### config.mk
export PLATFORM = sky130hd
export DESIGN_NAME = opc_regs
export DESIGN_NICKNAME = d
export VERILOG_FILES = /design/src/shared/opc_pkg.sv /design/src/verilog/opc_regs.sv
export SDC_FILE = /design/constraint.sdc
export NUM_CORES = 1
export LEC_CHECK = 0
export BUFFER_PORTS_ARGS = -buffer_cell sky130_fd_sc_hd__buf_4
export CAP_MARGIN = 20
export CORE_ASPECT_RATIO = 0.8
export CORE_MARGIN = 5
export CORE_UTILIZATION = 49
export DETAILED_ROUTE_END_ITERATION = 10
export PLACE_DENSITY = 0.78
export SLEW_MARGIN = 20
export SYNTH_ARGS = -nofsm -noshare
export SYNTH_HDL_FRONTEND = slang
export SYNTH_SLANG_ARGS = --single-unit
export TNS_END_PERCENT = 1
### constraint.sdc
create_clock -name CLK_SYS -period 2.69 [get_ports CLK_SYS]
set_clock_uncertainty 0.05 [all_clocks]
set_input_delay 0.538 -clock CLK_SYS [delete_from_list [all_inputs] [get_ports CLK_SYS]]
set_output_delay 0.538 -clock CLK_SYS [all_outputs]
set_load 0.02 [all_outputs]
### src/shared/opc_pkg.sv
// Purpose: Constants and carrier types for the opamp control register bank.
// Assumes: Byte-wide registers, one per aligned 32-bit AHB-Lite word.
// Notes:   Printed offsets are register indexes; byte address = index * 4.
`default_nettype none
package opc_pkg;
    // Number of amplifier slots in the larger variant.
    localparam int unsigned OPC_AMP_MAX = 3;
    // Register indexes; the byte address is four times the index.
    localparam logic [7:0] OPC_IDX_AMP0_A = 8'hc0;
    localparam logic [7:0] OPC_IDX_AMP0_B = 8'hc1;
    localparam logic [7:0] OPC_IDX_AMP1_A = 8'hc2;
    localparam logic [7:0] OPC_IDX_AMP1_B = 8'hc3;
    localparam logic [7:0] OPC_IDX_AMP2_A = 8'hc4;
    localparam logic [7:0] OPC_IDX_AMP2_B = 8'hc5;
    localparam logic [7:0] OPC_IDX_STATUS = 8'hcd;
    localparam logic [7:0] OPC_IDX_SWITCH = 8'hcf;
    // Shift from index to byte address.
    localparam int unsigned OPC_ADDR_SHIFT = 2;
    // Storage slots: six amplifier bytes, then the switch byte.
    localparam int unsigned OPC_SLOTS = 7;
    localparam logic [2:0] OPC_SLOT_SWITCH = 3'h6;
    localparam logic [7:0] OPC_RESET_VALUE = 8'h00;
    // Control byte A field positions.
    localparam int unsigned OPC_A_INV_LSB = 6;
    localparam int unsigned OPC_A_NONINV_LSB = 4;
    localparam int unsigned OPC_A_POWER_LSB = 2;
    localparam int unsigned OPC_A_ROUTE_EXT_BIT = 1;
    localparam int unsigned OPC_A_ROUTE_INT_BIT = 0;
    // Control byte B field positions.
    localparam int unsigned OPC_B_TAP_LSB = 5;
    localparam int unsigned OPC_B_FUNC_LSB = 2;
    localparam int unsigned OPC_B_CAL_BIT = 1;
    localparam int unsigned OPC_B_RANGE_BIT = 0;
    // Implemented-bit masks per variant; other bits are reserved.
    localparam logic [7:0] OPC_MASK3_A = 8'hff;
    localparam logic [7:0] OPC_MASK3_B = 8'hfd;
    localparam logic [7:0] OPC_MASK2_A = 8'hfc;
    localparam logic [7:0] OPC_MASK2_B = 8'h1e;
    localparam logic [7:0] OPC_MASK_SWITCH = 8'hff;
    // Switch byte field positions.
    localparam int unsigned OPC_SW_FORCE0_LSB = 0;
    localparam int unsigned OPC_SW_GND0_BIT = 2;
    localparam int unsigned OPC_SW_SHUNT0_BIT = 3;
    localparam int unsigned OPC_SW_FORCE1_LSB = 4;
    localparam int unsigned OPC_SW_GND1_BIT = 6;
    localparam int unsigned OPC_SW_SHUNT1_BIT = 7;
    // Codes.
    localparam logic [1:0] OPC_POWER_OFF = 2'h0;
    localparam logic [1:0] OPC_NONINV_EXT2 = 2'h1;
    localparam logic [1:0] OPC_NONINV_DAC = 2'h2;
    localparam logic [2:0] OPC_FUNC_GENERAL = 3'h0;
    localparam logic [2:0] OPC_FUNC_UNITY = 3'h1;
    localparam logic [2:0] OPC_FUNC_INVERTING = 3'h6;
    localparam logic [1:0] OPC_FORCE_FIRST = 2'h1;
    localparam logic [1:0] OPC_FORCE_SECOND = 2'h2;
    localparam logic [1:0] OPC_FORCED_INV_FIRST = 2'h0;
    localparam logic [1:0] OPC_FORCED_INV_SECOND = 2'h1;

    // Effective settings of one amplifier, as seen by the analog macro.
    typedef struct packed {
        logic       powered;
        logic [1:0] power_level_select;
        logic [1:0] noninverting_input_select;
        logic [1:0] inverting_input_select;
        logic [2:0] function_select;
        logic [2:0] feedback_tap_select;
        logic       output_route_converter_ext;
        logic       output_route_converter_int;
        logic       input_range_limit;
        logic       calibrate;
        logic       forced;
        logic       func_reserved;
    } opc_amp_type;

    // Analog switch controls.
    typedef struct packed {
        logic shunt1;
        logic ground1;
        logic shunt0;
        logic ground0;
    } opc_switch_type;
endpackage : opc_pkg
`default_nettype wire

### src/verilog/opc_regs.sv
// Purpose: AHB-Lite register bank steering up to three on-chip opamps.
// Assumes: Single whole-word transfers; only the low byte lane is used.
// Notes:   Zero wait states; reads of the register being written in the
//          previous beat return the new value.
`timescale 1ns/1ps
`default_nettype none
module opc_regs
    import opc_pkg::*;
#(
    parameter bit THREE_AMP = 1'b1
) (
    input  wire logic                          CLK_SYS,
    input  wire logic                          RST_B,
    input  wire logic                          HSEL,
    input  wire logic [31:0]                   HADDR,
    input  wire logic [1:0]                    HTRANS,
    input  wire logic                          HWRITE,
    input  wire logic [2:0]                    HSIZE,
    input  wire logic [31:0]                   HWDATA,
    input  wire logic                          HREADY,
    output logic                               HREADYOUT,
    output logic                               HRESP,
    output logic [31:0]                        HRDATA,
    output opc_amp_type [OPC_AMP_MAX-1:0]      AMP_CTRL,
    output opc_switch_type                     SWITCH_CTRL
);

    // Map a byte address to a storage slot; valid flag says it is mapped.
    function automatic logic [3:0] addr_to_slot(input logic [31:0] addr);
        logic [29:0] idx;
        logic [3:0]  res;
        idx = addr[31:OPC_ADDR_SHIFT];
        res = 4'h0;
        if (addr[OPC_ADDR_SHIFT-1:0] == 2'h0) begin
            if (idx == {22'h0, OPC_IDX_AMP0_A}) res = 4'h8;
            if (idx == {22'h0, OPC_IDX_AMP0_B}) res = 4'h9;
            if (idx == {22'h0, OPC_IDX_AMP1_A}) res = 4'ha;
            if (idx == {22'h0, OPC_IDX_AMP1_B}) res = 4'hb;
            if (THREE_AMP && idx == {22'h0, OPC_IDX_AMP2_A}) res = 4'hc;
            if (THREE_AMP && idx == {22'h0, OPC_IDX_AMP2_B}) res = 4'hd;
            if (!THREE_AMP && idx == {22'h0, OPC_IDX_SWITCH}) res = 4'he;
        end
        return res;
    endfunction

    // Implemented bits of a slot in the configured variant.
    function automatic logic [7:0] slot_mask(input logic [2:0] slot);
        logic [7:0] m;
        m = 8'h00;
        if (slot == OPC_SLOT_SWITCH) begin
            m = THREE_AMP ? 8'h00 : OPC_MASK_SWITCH;
        end else if (slot[0] == 1'b0) begin
            m = THREE_AMP ? OPC_MASK3_A : OPC_MASK2_A;
        end else begin
            m = THREE_AMP ? OPC_MASK3_B : OPC_MASK2_B;
        end
        return m;
    endfunction

    // Function codes that software is not to select in this variant.
    function automatic logic func_is_reserved(input logic [2:0] code);
        logic r;
        r = 1'b0;
        if (THREE_AMP) begin
            r = (code == 3'h5) || (code == 3'h7);
        end else begin
            r = (code != OPC_FUNC_GENERAL) && (code != OPC_FUNC_UNITY)
                && (code != OPC_FUNC_INVERTING);
        end
        return r;
    endfunction

    // Bus pipeline: address phase captured, used in the data phase.
    logic       wr_pend_q;
    logic       wr_pend_d;
    logic [2:0] wr_slot_q;
    logic [2:0] wr_slot_d;
    logic [31:0] rdata_q;
    logic [31:0] rdata_d;

    // Register storage and its next value.
    logic [7:0] regs_q [0:OPC_SLOTS-1];
    logic [7:0] regs_d [0:OPC_SLOTS-1];

    // Effective outputs.
    opc_amp_type [OPC_AMP_MAX-1:0] amp_q;
    opc_amp_type [OPC_AMP_MAX-1:0] amp_d;
    opc_switch_type                sw_q;
    opc_switch_type                sw_d;

    // Address-phase decode.
    wire        phase_take = HSEL && HTRANS[1] && HREADY;
    wire [3:0]  dec        = addr_to_slot(HADDR);
    wire        dec_hit    = dec[3];
    wire [2:0]  dec_slot   = dec[2:0];
    wire        is_status  = (HADDR[31:OPC_ADDR_SHIFT]
                              == {22'h0, OPC_IDX_STATUS})
                             && (HADDR[OPC_ADDR_SHIFT-1:0] == 2'h0);

    // Zero wait states and always OKAY.
    assign HREADYOUT = 1'b1;
    assign HRESP     = 1'b0;
    assign HRDATA    = rdata_q;
    assign AMP_CTRL    = amp_q;
    assign SWITCH_CTRL = sw_q;

    // Only mapped writes become pending; unmapped ones vanish.
    assign wr_pend_d = phase_take && HWRITE && dec_hit;
    assign wr_slot_d = dec_slot;

    // Next register values: the data-phase write lands in its slot.
    // Reserved bits dropped
    always_comb begin
        for (int i = 0; i < OPC_SLOTS; i++) begin
            regs_d[i] = regs_q[i];
        end
        if (wr_pend_q) begin
            regs_d[wr_slot_q] = HWDATA[7:0] & slot_mask(wr_slot_q);
        end
    end

    // Stored bytes as seen from the next state, for bypassed reads.
    wire [7:0] status_byte;
    wire [7:0] rd_byte = dec_hit ? regs_d[dec_slot]
                        : (is_status ? status_byte : 8'h00);

    // Read data is sampled at the address phase from the next state.
    // Read back value
    assign rdata_d = (phase_take && !HWRITE) ? {24'h0, rd_byte} : 32'h0;

    // Own status byte: power, forcing and reserved-code flags.
    assign status_byte = {amp_q[2].func_reserved,
                          amp_q[1].func_reserved,
                          amp_q[0].func_reserved,
                          amp_q[1].forced,
                          amp_q[0].forced,
                          amp_q[2].powered,
                          amp_q[1].powered,
                          amp_q[0].powered};

    // Switch byte fields for each forced amplifier.
    wire [7:0] sw_byte = regs_q[OPC_SLOT_SWITCH];
    wire [1:0] force0  = sw_byte[OPC_SW_FORCE0_LSB +: 2];
    wire [1:0] force1  = sw_byte[OPC_SW_FORCE1_LSB +: 2];

    // Build each amplifier's effective setting from its two bytes.
    always_comb begin
        logic [7:0] ba;
        logic [7:0] bb;
        logic [1:0] frc;
        ba  = 8'h00;
        bb  = 8'h00;
        frc = 2'h0;
        for (int a = 0; a < OPC_AMP_MAX; a++) begin
            ba  = regs_q[2*a];
            bb  = regs_q[2*a+1];
            frc = (a == 0) ? force0 : ((a == 1) ? force1 : 2'h0);
            if (THREE_AMP || a == 0) begin
                frc = THREE_AMP ? 2'h0 : frc;
            end
            if (!THREE_AMP && a == 2) begin
                ba = 8'h00;
                bb = 8'h00;
            end
            amp_d[a].power_level_select = ba[OPC_A_POWER_LSB +: 2];
            amp_d[a].powered = (ba[OPC_A_POWER_LSB +: 2] != OPC_POWER_OFF);
            amp_d[a].noninverting_input_select = ba[OPC_A_NONINV_LSB +: 2];
            amp_d[a].inverting_input_select = ba[OPC_A_INV_LSB +: 2];
            amp_d[a].function_select = bb[OPC_B_FUNC_LSB +: 3];
            amp_d[a].feedback_tap_select = THREE_AMP
                ? bb[OPC_B_TAP_LSB +: 3] : 3'h0;
            amp_d[a].output_route_converter_ext =
                THREE_AMP && ba[OPC_A_ROUTE_EXT_BIT];
            amp_d[a].output_route_converter_int =
                THREE_AMP && ba[OPC_A_ROUTE_INT_BIT];
            amp_d[a].input_range_limit = THREE_AMP && bb[OPC_B_RANGE_BIT];
            amp_d[a].calibrate = !THREE_AMP && bb[OPC_B_CAL_BIT];
            amp_d[a].forced = 1'b0;
            if (frc == OPC_FORCE_FIRST) begin
                amp_d[a].inverting_input_select = OPC_FORCED_INV_FIRST;
                amp_d[a].function_select = OPC_FUNC_INVERTING;
                amp_d[a].forced = 1'b1;
            end else if (frc == OPC_FORCE_SECOND) begin
                amp_d[a].inverting_input_select = OPC_FORCED_INV_SECOND;
                amp_d[a].function_select = OPC_FUNC_INVERTING;
                amp_d[a].forced = 1'b1;
            end
            amp_d[a].func_reserved =
                func_is_reserved(amp_d[a].function_select);
        end
    end

    // Switch controls only exist in the two-amplifier variant.
    // Switch register outputs
    assign sw_d.shunt1  = !THREE_AMP && sw_byte[OPC_SW_SHUNT1_BIT];
    assign sw_d.ground1 = !THREE_AMP && sw_byte[OPC_SW_GND1_BIT];
    assign sw_d.shunt0  = !THREE_AMP && sw_byte[OPC_SW_SHUNT0_BIT];
    assign sw_d.ground0 = !THREE_AMP && sw_byte[OPC_SW_GND0_BIT];

    // Bus pipeline registers.
    always_ff @(posedge CLK_SYS or negedge RST_B) begin
        if (!RST_B) begin
            wr_pend_q <= 1'b0;
            wr_slot_q <= 3'h0;
            rdata_q   <= 32'h0;
        end else begin
            wr_pend_q <= wr_pend_d;
            wr_slot_q <= wr_slot_d;
            rdata_q   <= rdata_d;
        end
    end

    // Register storage, cleared by the system reset.
    // Cleared storage
    always_ff @(posedge CLK_SYS or negedge RST_B) begin
        if (!RST_B) begin
            for (int i = 0; i < OPC_SLOTS; i++) begin
                regs_q[i] <= OPC_RESET_VALUE;
            end
        end else begin
            for (int i = 0; i < OPC_SLOTS; i++) begin
                regs_q[i] <= regs_d[i];
            end
        end
    end

    // Effective settings registered towards the analog macro.
    // Amplifier and switch outputs
    always_ff @(posedge CLK_SYS or negedge RST_B) begin
        if (!RST_B) begin
            amp_q <= '0;
            sw_q  <= '0;
        end else begin
            amp_q <= amp_d;
            sw_q  <= sw_d;
        end
    end

endmodule // opc_regs
`default_nettype wire

; Word-level counts from Yosys, hierarchy flattened
; Index checks and enable logic that the tools add are counted.
[word_totals]
elab_cells = 95
output_inout_bits = 95
reg_bits = 119
[op_classes]
magnitude_cmp = 3
mux = 20
n_eq_ne = 14
bitwise_logic = 3
n_reduce_logical = 15
[ops]
columns = op, n
row1 = equality test 30 x 8 -> 1 bit (second input constant), 7
row2 = 2-to-1 mux 8 bit, 8
row3 = bitwise mux 56 bit, 1
row4 = 2-to-1 mux 56 bit, 1
row5 = 2-to-1 mux 4 bit, 7
row6 = binary-select mux 8 bit (select 3 bit), 1
row7 = demux 8 bit (select 3 bit), 1
row8 = equality test 3 bit (second input constant), 7
row9 = bitwise AND 8 bit, 1
row10 = greater-or-equal comparator 4 bit (second input constant), 2
row11 = NOT 3 -> 4 bit, 2
row12 = logical AND 1 bit, 7
row13 = nonzero test 2 bit, 3
row14 = < comparator 4 x 1 -> 1 bit (second input constant), 1
row15 = logical OR 1 bit, 3
row16 = zero test 2 bit, 1
row17 = 2-to-1 mux 2 bit, 1
row18 = zero test 1 bit, 1

; Longest topological paths before layout
[logic_depth]
word_depth = 14
ltp_mapped = 9
mapped_depth_nobuf = 8

; Least setup slack after synthesis
; OpenSTA, ideal clock, no wires.
[synth_timing]
path_type = in2reg
from = input port HADDR[26]
to = register rdata_q[1] (netlist: HRDATA[1])
t_required_ns = 2.516
setup_time_ns = 0.124
arrival_time_ns = 2.216
path_stages = 9
slack_ns = 0.301
path_cell_list = nor4_2 -> nand4b_2 -> nor2_1 -> nand2_1 -> inv_2 -> buf_4 -> mux2i_1 -> mux2i_1 -> a211o_1
[synth_via]
elab_chain_cells = 13
[synth_rtl]
columns = element, line_no
row1 = "start, declared", opc_regs.sv:15  ; input wire logic [31:0] HADDR,
row2 = equality test 30 x 8 -> 1 bit, opc_regs.sv:36  ; if (idx == {22'h0, OPC_IDX_AMP0_B}) res = 4'h9;
row3 = 2-to-1 mux 4 bit, opc_regs.sv:36
row4 = 2-to-1 mux 4 bit, opc_regs.sv:37  ; if (idx == {22'h0, OPC_IDX_AMP1_A}) res = 4'ha;
row5 = 2-to-1 mux 4 bit, opc_regs.sv:38  ; if (idx == {22'h0, OPC_IDX_AMP1_B}) res = 4'hb;
row6 = 2-to-1 mux 4 bit, opc_regs.sv:39  ; if (THREE_AMP && idx == {22'h0, OPC_IDX_AMP2_A}) res = 4'hc;
row7 = 2-to-1 mux 4 bit, opc_regs.sv:40  ; if (THREE_AMP && idx == {22'h0, OPC_IDX_AMP2_B}) res = 4'hd;
row8 = 2-to-1 mux 4 bit, opc_regs.sv:34  ; if (addr[OPC_ADDR_SHIFT-1:0] == 2'h0) begin
row9 = NOT 3 -> 4 bit (not written as such), opc_regs.sv:124  ; wire [7:0] rd_byte = dec_hit ? regs_d[dec_slot]
row10 = binary-select mux 8 bit (select 3 bit), opc_regs.sv:124
row11 = 2-to-1 mux 8 bit (not written as such) (2 in series), opc_regs.sv:124
row12 = 2-to-1 mux 8 bit (*), opc_regs.sv:124
row13 = 2-to-1 mux 8 bit (*), opc_regs.sv:129  ; assign rdata_d = (phase_take && !HWRITE) ? {24'h0, rd_byte} : 32'h0;
row14 = net rdata_d[1], opc_regs.sv:79  ; logic [31:0] rdata_d;
row15 = "end signal, assigned", opc_regs.sv:209  ; rdata_q <= rdata_d;
row16 = "end, declared", opc_regs.sv:78  ; logic [31:0] rdata_q;
; Mark *: on every way through the listed nets, which the timed path passes. The rest lies on a longest branch. The select of a mux whose other input is x is not followed.

; Final worst setup path
[layout_timing]
from = input port HADDR[15]
to = register rdata_q[3] (netlist: HRDATA[3])
[layout_via]
elab_chain_cells = 13
[layout_rtl]
columns = element, line_no
row1 = equality test 30 x 8 -> 1 bit, opc_regs.sv:36
row2 = 2-to-1 mux 4 bit, opc_regs.sv:36
row3 = 2-to-1 mux 4 bit, opc_regs.sv:37
row4 = 2-to-1 mux 4 bit, opc_regs.sv:38
row5 = 2-to-1 mux 4 bit, opc_regs.sv:39
row6 = 2-to-1 mux 4 bit (*), opc_regs.sv:40
row7 = 2-to-1 mux 4 bit (*), opc_regs.sv:34
row8 = NOT 3 -> 4 bit (not written as such), opc_regs.sv:124
row9 = binary-select mux 8 bit (select 3 bit), opc_regs.sv:124
row10 = 2-to-1 mux 8 bit (not written as such) (2 in series), opc_regs.sv:124
row11 = 2-to-1 mux 8 bit (*), opc_regs.sv:124
row12 = 2-to-1 mux 8 bit (*), opc_regs.sv:129
row13 = net rdata_d[3], opc_regs.sv:79
; Marks and branches as above.

==> out/metrics.cfg <==
[status]
status=completed

[worst_setup_path]
crit_type=input pin to register
cp.arrival_ns=2.59
critical_path.max_fanout=5
cp.required_ns=2.85
worstSetupStartpointType=input pin
crit_path_end_kind=register
reg2regPathDepth=5

[synth]
synth_area_leaders=dfrtp_1 61%, mux2_2 7.9%, buf_4 6.1%
synth_warnings=0
syn_inst=356
ys.flop_type=dfrtp_1
synth_xor_area_frac=0
synth.top_cell.area_share=0.613
synth_top_family_by_area=simple AND/OR/NAND/NOR gates
synthAdderAreaFrac=0
yosysSeqAreaShare=0.613
yosysTopAreaCell=dfrtp_1
syn_area_sq_mm=0.00453
synth_seq_cells=111
synth_compound_area_frac=0.0704
synth-simple-area-share=0.126
netlist-cell-type-count=46
synthArstFlopShare=1.00
synth_edf_count=0
synth.avg_cell_area_sq_um=12.7
synth.mux.area_fraction=0.108

[routing]
wirelength_um=10600
ant_nets=0
viasPerCell=5.17
wl_per_cell_um=17.8
vias=3076
route.detailed.drc=0
drt_pre_antenna_iters=4
drtIter0Drc=261

[flow_run]
drv_cap=0

[global_routing]
grt_pass1_wl_um=17000
grt_overflow=0
grt_max_degree=65
grt_use_total=0.194
grt_pass1_vias=3258
antenna_found_initial=0

[timing]
timing.fmax_mhz=411
min_period_ns=2.43
finalWorstSetupSlack_ns=0.259
hold_slack_ns=0.163
fin_crit_sh=0.904
slew_headroom=0.581
final-setup-viol-count=0
tns_ns=0
worst_pin_slew_ns=0.627
maxSlewViolCount=0
rsz0062_at_grt=no
finalHoldViolations=0

[worst_hold_path]
hp-class=input pin to asynchronous set/reset pin

[clocking]
cts_tree=done
max-clock-path-buffers=2
cts_root_buf=clkbuf_16
cts_buffers=9
cts-resized-gates=0
clkSlewWorstSetupHoldPaths_ns=0.07
clock_latency_ns=0.34
htree_levels=3
ctsHoldBuffers=0
post_cts_buffers=0
cts_sinks=111

[die]
top_level_ports=169
die_area_sq_mm=0.0113
start_util=0.502
die_h_um=96.0
row_count=31
die_x_um=118
coreArea_sq_mm=0.00904

[cells_and_area]
multi_input_area_sq_mm=0.00152
areaGrowthSynthToFinish_pct=26.2
n_fill_cell=700
postLayoutCellArea_sq_mm=0.00572
layout-drive-gt1-share=0.385
fin_nets=549
n_antenna_cell=0
regArea_sq_mm=0.00278

[placed_design]
dp_slack_ns=-0.0638
dp_hpwl_um=7840
place_congestion=0.839
placed_area_sq_mm=0.00542
numPortBuffers=104

[power_and_ir_drop]
peakVddDrop_uv=377
p_per_area_mw_per_mm2=570
power.leakage_nw=2.80

area by class of cell:
cell class              instances  area share
clock buffers                  10      0.0418
well taps                     115      0.0251
multi-input cells             221       0.265
flip-flops and latches        111       0.485
clock inverters                 6      0.0118
repair buffers                122       0.164
inverters                      10     0.00656
path summary, 6_finish.rpt:
path / endpoint / from / slack [ns]
worst min register to register: AMP_CTRL[8] / amp_d[8] / 0.32
min in group CLK_SYS: AMP_CTRL[8] / amp_d[8] / 0.32
max in group asynchronous: AMP_CTRL[11] / RST_B / 1.69
worst min-delay path: amp_d[27] / RST_B / 0.16
worst max register to register: HRDATA[2] / wr_slot_q[2] / 0.39
worst max-delay path: HRDATA[3] / HADDR[15] / 0.26
Yosys cell counts, types with 4 or more instances:
library cell  number
a21oi_1            7
and2_1             6
buf_4             37
clkbuf_1           7
dfrtp_1          111
inv_1              9
mux2_2            32
mux2i_1           12
nand2_1           28
nand2b_1           5
nor2_1            11
nor3_1             4
nor4_1             8
nor4_2             4
o211ai_1           6
o21ai_0           13
o311ai_1           4
worst max-delay path, cell delays in order:
cell	delay [ns]
buf_4	0.11
nor4_1	0.36
nand4_1	0.31
buf_4	0.25
nor4_2	0.38
mux2_2	0.24
nand2_1	0.05
a311oi_1	0.36
cell families after synthesis:
kind of cell	after synthesis
AOI/OAI and AO/OA	46
buffers and inverters	58
DFF	111
muxes	45
other	2
and+or+nand+nor	94
flip-flops by register name (all words and copies together) (netlist names):
signal	cells
amp_d	45
wr_slot_q	3
AMP_CTRL	51
HRDATA	8
regs_q	3
wr_pend_q	1
power by group:
part | total (mW) | internal, mW | leakage [nW] | switching (mW)
clock | 1.33 | 0.750 | 0.145 | 0.578
sequential | 1.70 | 1.69 | 1.31 | 0.0116
combinational | 0.226 | 0.0821 | 1.34 | 0.144
total | 3.26 | 2.53 | 2.80 | 0.734
per-layer routing:
metal / global-route usage / vias to the layer above / share of wire
met5: 0 / - / 0
met4: 0.0516 / 0 / 0.015
met3: 0.0640 / 12 / 0.080
met2: 0.326 / 137 / 0.49
met1: 0.246 / 1504 / 0.42
li1: - / 1423 / -
cell usage in the layout (no fill, tap or decap), drive strengths merged, types with 4 or more instances in the layout:
master | synthesis | final
nand2b | 5 | 5
o211ai | 6 | 6
clkbuf | 7 | 10
nand2 | 28 | 28
and2 | 6 | 6
nor2 | 11 | 11
nor4 | 12 | 12
inv | 10 | 11
conb | 2 | 36
a21oi | 7 | 7
nor3 | 5 | 5
buf | 41 | 122
dfrtp | 111 | 111
o311ai | 4 | 4
mux2 | 33 | 33
mux2i | 12 | 12
o21ai | 13 | 13
per-stage QoR:
stage / util / total power [mW] / cells
after CTS: 0.633 / 3.30 / 595
after floorplan: - / 1.87 / 390
final: 0.633 / 3.26 / 595
after detailed placement: 0.599 / 1.96 / 579
after global placement: 0.599 / 1.96 / 579
after global routing: 0.633 / 3.39 / 595
Power figures use the tool's default switching activity.
